$ cat config.mk
export PLATFORM = sky130hd
export DESIGN_NAME = extended_smram_control
export DESIGN_NICKNAME = d
export VERILOG_FILES = /design/src/smram_pkg.sv /design/src/smram_decode.sv /design/src/extended_smram_control.sv
export SDC_FILE = /design/constraint.sdc
export NUM_CORES = 1
export LEC_CHECK = 0
export BUFFER_PORTS_ARGS = -buffer_cell sky130_fd_sc_hd__buf_2
export CAP_MARGIN = 30
export CORE_MARGIN = 2
export CORE_UTILIZATION = 52
export CTS_BUF_LIST = sky130_fd_sc_hd__clkbuf_4 sky130_fd_sc_hd__clkbuf_8
export DETAILED_ROUTE_END_ITERATION = 7
export PLACE_DENSITY = 0.87
export SYNTH_ARGS = -nofsm -noshare
export SYNTH_HDL_FRONTEND = slang
export SYNTH_SLANG_ARGS = --single-unit
$ cat constraint.sdc
create_clock -name clk_sys -period 4.1 [get_ports clk_sys]
set_input_delay 0.82 -clock clk_sys [delete_from_list [all_inputs] [get_ports clk_sys]]
set_output_delay 0.82 -clock clk_sys [all_outputs]
set_load 0.01 [all_outputs]
$ cat src/smram_pkg.sv
`default_nettype none
package smram_pkg;

  // ----------------------------------------------------------------
  // configuration space offsets and reset values
  // ----------------------------------------------------------------
  localparam logic [7:0] SMRAM_CTRL_OFFSET = 8'h9D;
  localparam logic [7:0] EXT_CTRL_OFFSET = 8'h9E;
  localparam logic [7:0] SMRAM_CTRL_RESET = 8'h02;
  localparam logic [7:0] EXT_CTRL_RESET = 8'h38;
  localparam logic [7:0] READ_UNMAPPED = 8'h00;

  // ----------------------------------------------------------------
  // field positions
  // ----------------------------------------------------------------
  localparam int unsigned EXT_HIGH_EN_BIT = 7;
  localparam int unsigned EXT_FLAG_BIT = 6;
  localparam int unsigned EXT_CACHE_BIT = 5;
  localparam int unsigned EXT_L1_BIT = 4;
  localparam int unsigned EXT_L2_BIT = 3;
  localparam int unsigned EXT_SIZE_LSB = 1;
  localparam int unsigned EXT_SEG_EN_BIT = 0;
  localparam int unsigned CTRL_OPEN_BIT = 6;
  localparam int unsigned CTRL_LOCK_BIT = 4;
  localparam int unsigned CTRL_GLOBAL_BIT = 3;
  localparam logic [2:0] CTRL_BASE_SEG = 3'h2;
  localparam logic [2:0] CACHE_BITS_RO = 3'h7;

  // ----------------------------------------------------------------
  // address map
  // ----------------------------------------------------------------
  localparam logic [31:0] HIGH_FIRST = 32'hFEDA0000;
  localparam logic [31:0] HIGH_LAST = 32'hFEDBFFFF;
  localparam logic [31:0] LEGACY_FIRST = 32'h000A0000;
  localparam logic [31:0] HIGH_TO_LEGACY = HIGH_FIRST - LEGACY_FIRST;
  localparam logic [31:0] EXT_DRAM_LIMIT = 32'h10000000;
  localparam logic [31:0] SEG_BYTES_512K = 32'h00080000;
  localparam logic [31:0] SEG_BYTES_1M = 32'h00100000;
  localparam logic [1:0] TSEG_SIZE_512K = 2'h2;
  localparam logic [1:0] TSEG_SIZE_1M = 2'h3;

  // ----------------------------------------------------------------
  // access routing
  // ----------------------------------------------------------------
  typedef enum logic [1:0] {
    ROUTE_NONE = 2'b00,
    ROUTE_DRAM = 2'b01,
    ROUTE_HUB = 2'b10
  } route_t;

endpackage
`default_nettype wire

$ cat src/smram_decode.sv
`default_nettype none
module smram_decode (
  input wire logic [31:0] addr,
  input wire logic smm,
  input wire logic global_en,
  input wire logic open_en,
  input wire logic lock,
  input wire logic high_en,
  input wire logic seg_en,
  input wire logic [1:0] tseg_size,
  input wire logic [31:0] top_of_memory,
  output smram_pkg::route_t route,
  output logic [31:0] dram_addr,
  output logic invalid,
  output logic high_hit,
  output logic tseg_hit
);

  logic ext_in_use;
  logic [31:0] mem_limit;
  logic [31:0] seg_bytes;
  logic seg_valid;
  logic smm_ok;

  // window hits and the capped top of memory
  always_comb begin
    ext_in_use = global_en && (high_en || seg_en);
    mem_limit = top_of_memory;
    if (ext_in_use && top_of_memory > smram_pkg::EXT_DRAM_LIMIT) begin
      mem_limit = smram_pkg::EXT_DRAM_LIMIT;
    end
    seg_valid = tseg_size == smram_pkg::TSEG_SIZE_512K || tseg_size == smram_pkg::TSEG_SIZE_1M;
    seg_bytes = (tseg_size == smram_pkg::TSEG_SIZE_1M) ? smram_pkg::SEG_BYTES_1M
                                                      : smram_pkg::SEG_BYTES_512K;
    high_hit = global_en && high_en && addr >= smram_pkg::HIGH_FIRST
               && addr <= smram_pkg::HIGH_LAST;
    tseg_hit = global_en && seg_en && seg_valid && mem_limit >= seg_bytes
               && addr >= mem_limit - seg_bytes && addr < mem_limit;
    smm_ok = smm || (open_en && !lock);
  end

  // routing: protected windows go to dram only for smm-capable cycles
  always_comb begin
    route = smram_pkg::ROUTE_HUB;
    dram_addr = addr;
    invalid = 1'b0;
    if (high_hit) begin
      if (smm_ok) begin
        route = smram_pkg::ROUTE_DRAM;
        dram_addr = addr - smram_pkg::HIGH_TO_LEGACY;
      end else begin
        invalid = 1'b1;
      end
    end else if (tseg_hit) begin
      if (smm_ok) begin
        route = smram_pkg::ROUTE_DRAM;
      end else begin
        invalid = 1'b1;
      end
    end else if (addr < mem_limit) begin
      route = smram_pkg::ROUTE_DRAM;
    end
  end

endmodule // smram_decode
`default_nettype wire

$ cat src/extended_smram_control.sv
`default_nettype none
// Summary of operation
// - high window FEDA0000-FEDBFFFF remaps to A0000-BFFFF when both enables set
// - bit 7 enables high SMM space above 1 MB; 0 disables it
// - high enable ignores writes once the lock bit is set
// - non-SMM access to high or top segment without open sets bit 6
// - bits 5, 4 and 3 are read-only and always read one
// - size field 10 selects 512 KB, 11 selects 1 MB; 00, 01 reserved
// - enabled top segment is not claimed for non-SMM access without open; those go to hub
// - top segment decodes only when global enable and bit 0 are set
// - size field and segment enable ignore writes once locked
// - with extended SMRAM in use, addressable SDRAM is capped at 256 MB
// - extended control register is 8 bits at 9Eh, reset value 38h
// - global enable, bit 3 of 9Dh, gates every extended function
// - open bit, bit 6 of 9Dh, exposes SMM space while unlocked
// - lock bit, bit 4 of 9Dh, set by write, cleared only by reset
module extended_smram_control (
  input wire logic clk_sys,
  input wire logic reset,
  input wire logic clk_en,
  input wire logic cfg_rd,
  input wire logic cfg_wr,
  input wire logic [7:0] cfg_addr,
  input wire logic [7:0] cfg_wdata,
  output logic [7:0] cfg_rdata,
  input wire logic acc_valid,
  input wire logic [31:0] acc_addr,
  input wire logic acc_smm,
  input wire logic [31:0] top_of_memory,
  output logic acc_done,
  output logic acc_to_dram,
  output logic acc_to_hub,
  output logic [31:0] acc_dram_addr
);

  // ----------------------------------------------------------------
  // register state
  // ----------------------------------------------------------------
  logic global_smram_enable_q, global_smram_enable_d;
  logic smm_space_open_q, smm_space_open_d;
  logic smm_space_lock_q, smm_space_lock_d;
  logic high_smram_enable_q, high_smram_enable_d;
  logic invalid_smram_access_flag_q, invalid_smram_access_flag_d;
  logic [1:0] top_segment_size_q, top_segment_size_d;
  logic top_segment_enable_q, top_segment_enable_d;
  logic [7:0] cfg_rdata_d;
  logic [7:0] ctrl_view;
  logic [7:0] ext_view;
  logic wr_ctrl, wr_ext, rd_hit_ctrl, rd_hit_ext;

  // ----------------------------------------------------------------
  // access path state
  // ----------------------------------------------------------------
  logic acc_done_d, acc_to_dram_d, acc_to_hub_d;
  logic [31:0] acc_dram_addr_d;
  smram_pkg::route_t dec_route;
  logic [31:0] dec_addr;
  logic dec_invalid, dec_high_hit, dec_tseg_hit;

  // window decoder on the live register values
  smram_decode u_decode (
    .addr(acc_addr),
    .smm(acc_smm),
    .global_en(global_smram_enable_q),
    .open_en(smm_space_open_q),
    .lock(smm_space_lock_q),
    .high_en(high_smram_enable_q),
    .seg_en(top_segment_enable_q),
    .tseg_size(top_segment_size_q),
    .top_of_memory(top_of_memory),
    .route(dec_route),
    .dram_addr(dec_addr),
    .invalid(dec_invalid),
    .high_hit(dec_high_hit),
    .tseg_hit(dec_tseg_hit)
  );

  // read views of both registers
  always_comb begin
    ctrl_view = {1'b0, smm_space_open_q, 1'b0, smm_space_lock_q,
                 global_smram_enable_q, smram_pkg::CTRL_BASE_SEG};
    ext_view = {high_smram_enable_q, invalid_smram_access_flag_q,
                smram_pkg::CACHE_BITS_RO, top_segment_size_q,
                top_segment_enable_q};
    wr_ctrl = cfg_wr && cfg_addr == smram_pkg::SMRAM_CTRL_OFFSET;
    wr_ext = cfg_wr && cfg_addr == smram_pkg::EXT_CTRL_OFFSET;
    rd_hit_ctrl = cfg_rd && cfg_addr == smram_pkg::SMRAM_CTRL_OFFSET;
    rd_hit_ext = cfg_rd && cfg_addr == smram_pkg::EXT_CTRL_OFFSET;
  end

  // next register values, writes and the hardware-set flag
  always_comb begin
    global_smram_enable_d = global_smram_enable_q;
    smm_space_open_d = smm_space_open_q;
    smm_space_lock_d = smm_space_lock_q;
    high_smram_enable_d = high_smram_enable_q;
    invalid_smram_access_flag_d = invalid_smram_access_flag_q;
    top_segment_size_d = top_segment_size_q;
    top_segment_enable_d = top_segment_enable_q;
    cfg_rdata_d = cfg_rdata;
    if (clk_en) begin
      if (wr_ctrl && !smm_space_lock_q) begin
        global_smram_enable_d = cfg_wdata[smram_pkg::CTRL_GLOBAL_BIT];
        smm_space_open_d = cfg_wdata[smram_pkg::CTRL_OPEN_BIT];
        smm_space_lock_d = cfg_wdata[smram_pkg::CTRL_LOCK_BIT];
        if (cfg_wdata[smram_pkg::CTRL_LOCK_BIT]) begin
          smm_space_open_d = 1'b0; // locking closes the open window
        end
      end
      if (wr_ext) begin
        if (!smm_space_lock_q) begin
          high_smram_enable_d = cfg_wdata[smram_pkg::EXT_HIGH_EN_BIT];
          top_segment_size_d = cfg_wdata[smram_pkg::EXT_SIZE_LSB +: 2];
          top_segment_enable_d = cfg_wdata[smram_pkg::EXT_SEG_EN_BIT];
        end
        if (cfg_wdata[smram_pkg::EXT_FLAG_BIT]) begin
          invalid_smram_access_flag_d = 1'b0;
        end
      end
      if (acc_valid && dec_invalid) begin
        invalid_smram_access_flag_d = 1'b1; // set beats clear
      end
      if (rd_hit_ctrl) begin
        cfg_rdata_d = ctrl_view;
      end else if (rd_hit_ext) begin
        cfg_rdata_d = ext_view;
      end else if (cfg_rd) begin
        cfg_rdata_d = smram_pkg::READ_UNMAPPED;
      end
    end
  end

  // register the configuration state
  always_ff @(posedge clk_sys or posedge reset) begin
    if (reset) begin
      global_smram_enable_q <= smram_pkg::SMRAM_CTRL_RESET[smram_pkg::CTRL_GLOBAL_BIT];
      smm_space_open_q <= smram_pkg::SMRAM_CTRL_RESET[smram_pkg::CTRL_OPEN_BIT];
      smm_space_lock_q <= smram_pkg::SMRAM_CTRL_RESET[smram_pkg::CTRL_LOCK_BIT];
      high_smram_enable_q <= smram_pkg::EXT_CTRL_RESET[smram_pkg::EXT_HIGH_EN_BIT];
      invalid_smram_access_flag_q <= smram_pkg::EXT_CTRL_RESET[smram_pkg::EXT_FLAG_BIT];
      top_segment_size_q <= smram_pkg::EXT_CTRL_RESET[smram_pkg::EXT_SIZE_LSB +: 2];
      top_segment_enable_q <= smram_pkg::EXT_CTRL_RESET[smram_pkg::EXT_SEG_EN_BIT];
      cfg_rdata <= smram_pkg::READ_UNMAPPED;
    end else begin
      global_smram_enable_q <= global_smram_enable_d;
      smm_space_open_q <= smm_space_open_d;
      smm_space_lock_q <= smm_space_lock_d;
      high_smram_enable_q <= high_smram_enable_d;
      invalid_smram_access_flag_q <= invalid_smram_access_flag_d;
      top_segment_size_q <= top_segment_size_d;
      top_segment_enable_q <= top_segment_enable_d;
      cfg_rdata <= cfg_rdata_d;
    end
  end

  // next access answer, one cycle after the request
  always_comb begin
    acc_done_d = acc_done;
    acc_to_dram_d = acc_to_dram;
    acc_to_hub_d = acc_to_hub;
    acc_dram_addr_d = acc_dram_addr;
    if (clk_en) begin
      acc_done_d = acc_valid;
      acc_to_dram_d = acc_valid && dec_route == smram_pkg::ROUTE_DRAM;
      acc_to_hub_d = acc_valid && dec_route == smram_pkg::ROUTE_HUB;
      if (acc_valid) begin
        acc_dram_addr_d = dec_addr;
      end
    end
  end

  // register the access answer
  always_ff @(posedge clk_sys or posedge reset) begin
    if (reset) begin
      acc_done <= 1'b0;
      acc_to_dram <= 1'b0;
      acc_to_hub <= 1'b0;
      acc_dram_addr <= 32'h00000000;
    end else begin
      acc_done <= acc_done_d;
      acc_to_dram <= acc_to_dram_d;
      acc_to_hub <= acc_to_hub_d;
      acc_dram_addr <= acc_dram_addr_d;
    end
  end
endmodule // extended_smram_control
`default_nettype wire

==> metrics.md <==
| Metric | Value |
|---|---|
| Worst path top cell family by delay | `simple AND/OR/NAND/NOR gates` |
| Design area | `0.00517 sq mm` |
| CP max stage delay | `560 ps` |
| Gp weighted congestion | `0.954` |
| Worst-path clk slew | `90 ps` |
| Largest reg by FF count | `acc_dram_addr` |
| Status | `complete, but fails checks` |
| Mapped Nets | `534` |
| Final #Nets | `709` |
| # setup viols final | `2` |
| Ys async rst share | `100%` |
| Syn. warnings | `0` |
| Hold Path Class | `in2async` |
| CORE AREA | `0.00687 sq mm` |
| Vias in the first global route | `3882` |
| Commonest cells in the synthesized netlist | `nand2_1 (67), dfrtp_1 (51), ha_1 (49), a21oi_1 (30), mux2_2 (26)` |
| Crit start category | `primary input` |
| Area Overhead vs Synth | `38.7%` |
| Crit path capture type | `flop` |
| Syn Area/Cell | `9.40 sq um` |
| Final Critical Period | `4220 ps` |
| DR pass1 iterations | `5` |
| Dpl hpwl | `9080 microns` |
| Largest net degree at the start of global routing | `38` |
| Largest regs | `acc_dram_addr x32, cfg_rdata x8, top_segment_size_q x2` |
| DR DRC count | `0` |
| Tcrit/Tclk final | `103%` |
| Initial Util | `54.3%` |
| Clock sink count | `51` |
| Worst path arrival time | `4420 ps` |
| CTS tree | `built` |
| Initial DRC Count | `276` |
| Clk root buf | `clkbuf_8` |
| Gr ovfl total | `0` |
| IO Port Bufs | `128` |
| DRT Wirelength | `11900 microns` |
| P_int | `0.930 mW` |
| Max cap viols | `0` |
| Chip height | `88.7 microns` |
| Sw frac | `31.2%` |
| Max Root-Sink Buffers | `2` |
| Final worst slack | `-117 ps` |
| Max frequency | `237 MHz` |
| Leading area contributor after synthesis | `dfrtp_1` |
| Critical-path cell list | `buf_2 > or4_4 > nor3_4 > nand3_2 > o21ai_4 > buf_12 > buf_4 > nand3_1 > xnor2_1 > ha_1 > nand4_1 > buf_4 > nor2_2 > a22oi_1 > o211ai_1 > o211ai_1 > a31oi_2 > a22o_1` |
| Register bit total from synthesis | `51` |
| Unique cell type count in the Yosys netlist | `58` |
| Top FF cell, synth | `dfrtp_1` |
| Vias | `4022` |
| RSZ-0062 raised after global routing | `true` |
| Tot Pwr | `1.35 mW` |
| Seq/Total Area, Yosys | `34.2%` |
| Seq pwr share | `42.5%` |
| Max reg flops | `32` |
| Max-slew headroom | `29.8%` |
| Inserted Clock Buffers | `5` |
| Clock Power Share | `27.0%` |
| Worst Path Buf+Inv | `4` |
| N_diodes | `0` |
| Final worst clock skew | `7.20 ps` |
| Die width | `88.7 microns` |
| Failing checks | `setup timing` |
| Most common cell in the netlist | `nand2_1` |
| CP Class | `in2reg` |
| Hold buffers post-CTS | `0` |
| First-pass GRT wire length | `18000 microns` |
| Post-Syn Instances | `397` |
| CP max FO | `19` |
| CP required | `4300 ps` |
| Slew Limit Fails | `0` |
| Top-area cell type share of the netlist area | `34.2%` |
| Htree depth | `2` |
| Top cells by area, synth | `dfrtp_1 (34%), ha_1 (16%), mux2_2 (7.8%)` |
| Cell area power density | `261 mW/mm^2` |
| Die area | `0.00787 sq mm` |
| Slew at the pin with the worst max-slew slack | `1050 ps` |
| NetSw | `0.422 mW` |
| CP max stage cell | `or4_4` |
| VDD IR max | `219 uV` |
| GRT Util Overall | `28.9%` |
| Via density | `6.01` |
| Static leakage | `2.59 nW` |
| WL/cell | `17.8 microns` |
| Rows | `30` |
| I/O pin total | `130` |
| Clock latency on the worst-skew pair | `310 ps` |
| Final ANT Viol Nets | `0` |
| Post-Syn Area | `0.00373 sq mm` |
| Fin. Hold Viols | `0` |
| Share of layout cells above drive strength 1 | `44.5%` |
| Combinational power share | `30.5%` |
| Initial antenna violation count | `0` |
| Placed instance area | `0.00481 sq mm` |
| Post-synth EDFFs | `0` |
==> timing repair <==
item                                    4_1_cts  5_1_grt
endpoints found under the setup margin        2        3
setup buffers                                 1        6
gates cloned                                  0        0
pin swaps                                     4       24
resized for setup                             7       27
==> worst paths after layout <==
| check | from | to | slack (ps) | cells after the start |
|---|---|---|---|---|
| max in group asynchronous | reset | acc_dram_addr[17] | 3150 | 3 |
| min | reset | acc_dram_addr[2] | 460 | 2 |
| max | top_of_memory[21] | acc_to_hub | -120 | 18 |
| min reg2reg | acc_done | acc_done | 480 | 1 |
| max reg2reg | top_segment_enable_q | acc_to_hub | 360 | 17 |
| min in group clk_sys | acc_done | acc_done | 480 | 1 |
==> stage by stage <==
| stage | hold WS [ps] | setup TNS [ps] | instances | utilization (%) | setup WS, ps |
|---|---|---|---|---|---|
| 6_report | 463 | -131 | 669 | 75.3 | -117 |
| 5_1_grt | 486 | -560 | 669 | 75.3 | -230 |
| 4_1_cts | 467 | 0 | 664 | 72.3 | 0.430 |
| 3_5_place_dp | 468 | -988 | 655 | 70.1 | -384 |
| 3_3_place_gp | 460 | -600 | 654 | 69.8 | -245 |
| 2_1_floorplan | 465 | 0 | 397 | - | 3.22 |
==> power groups by stage <==
stage	sequential (mW)	combinational (mW)	clock, mW
after global placement	0.581	0.360	0
after global routing	0.581	0.452	0.391
final	0.575	0.412	0.364
after detailed placement	0.583	0.378	0
after floorplan	0.606	0.170	0
after CTS	0.574	0.383	0.370
==> worst reg2reg max path: cells and delay by family (launching register included) <==
| kind | cells | cell delay [ps] |
|---|---|---|
| AOI/OAI and AO/OA | 7 | 1410 |
| adders and majority gates | 3 | 860 |
| and+or+nand+nor | 5 | 560 |
| DFF | 1 | 490 |
| buffers and inverters | 1 | 170 |
| xor gates and xnor gates | 1 | 140 |
==> logic make-up (layout without fill, tap and decap cells) <==
family | Yosys count | after routing | share of synthesized area (%)
and+or+nand+nor | 146 | 146 | 19.6
muxes | 27 | 27 | 8.12
xor gates and xnor gates | 6 | 6 | 1.41
adders and majority gates | 50 | 50 | 17.0
buffers and inverters | 20 | 196 | 2.42
DFF | 51 | 51 | 34.2
AOI/OAI and AO/OA | 97 | 97 | 17.3
==> layout by cell type, fill, tap and decap left out, types with 3 or more instances in the layout <==
| master | n |
|---|---|
| nor4_1 | 6 |
| o211ai_1 | 3 |
| nor2_1 | 15 |
| xnor2_1 | 3 |
| nand4_1 | 11 |
| mux2_2 | 26 |
| nand2_2 | 4 |
| buf_4 | 45 |
| ha_1 | 44 |
| nand2_1 | 63 |
| a21oi_2 | 3 |
| nor3_1 | 6 |
| xor2_1 | 3 |
| clkbuf_8 | 5 |
| nand3_1 | 11 |
| dfrtp_1 | 51 |
| buf_6 | 3 |
| a22o_1 | 10 |
| nor2_2 | 4 |
| a21o_1 | 6 |
| buf_2 | 126 |
| ha_4 | 5 |
| inv_1 | 11 |
| a21oi_1 | 27 |
| o21ai_0 | 22 |
==> per-layer routing <==
metal | vias to the layer above | wire length (microns) | track usage (%)
met3 | 39 | 962 | 4.57
met1 | 1886 | 4740 | 36.7
li1 | 1839 | - | -
met4 | 0 | 338 | 10.7
met5 | - | 0 | 0
met2 | 258 | 5860 | 49.5
==> final cells by class <==
| class | count | area (sq um) |
|---|---|---|
| clock buffers | 5 | 68.8 |
| clock inverters | 3 | 46.3 |
| fillers | 474 | 1700 |
| inverters | 12 | 45.0 |
| multi-input cells | 326 | 2570 |
| flip-flops and latches | 51 | 1280 |
| well taps | 96 | 120 |
| repair buffers | 176 | 1040 |
(Power assumes the default switching activity.)
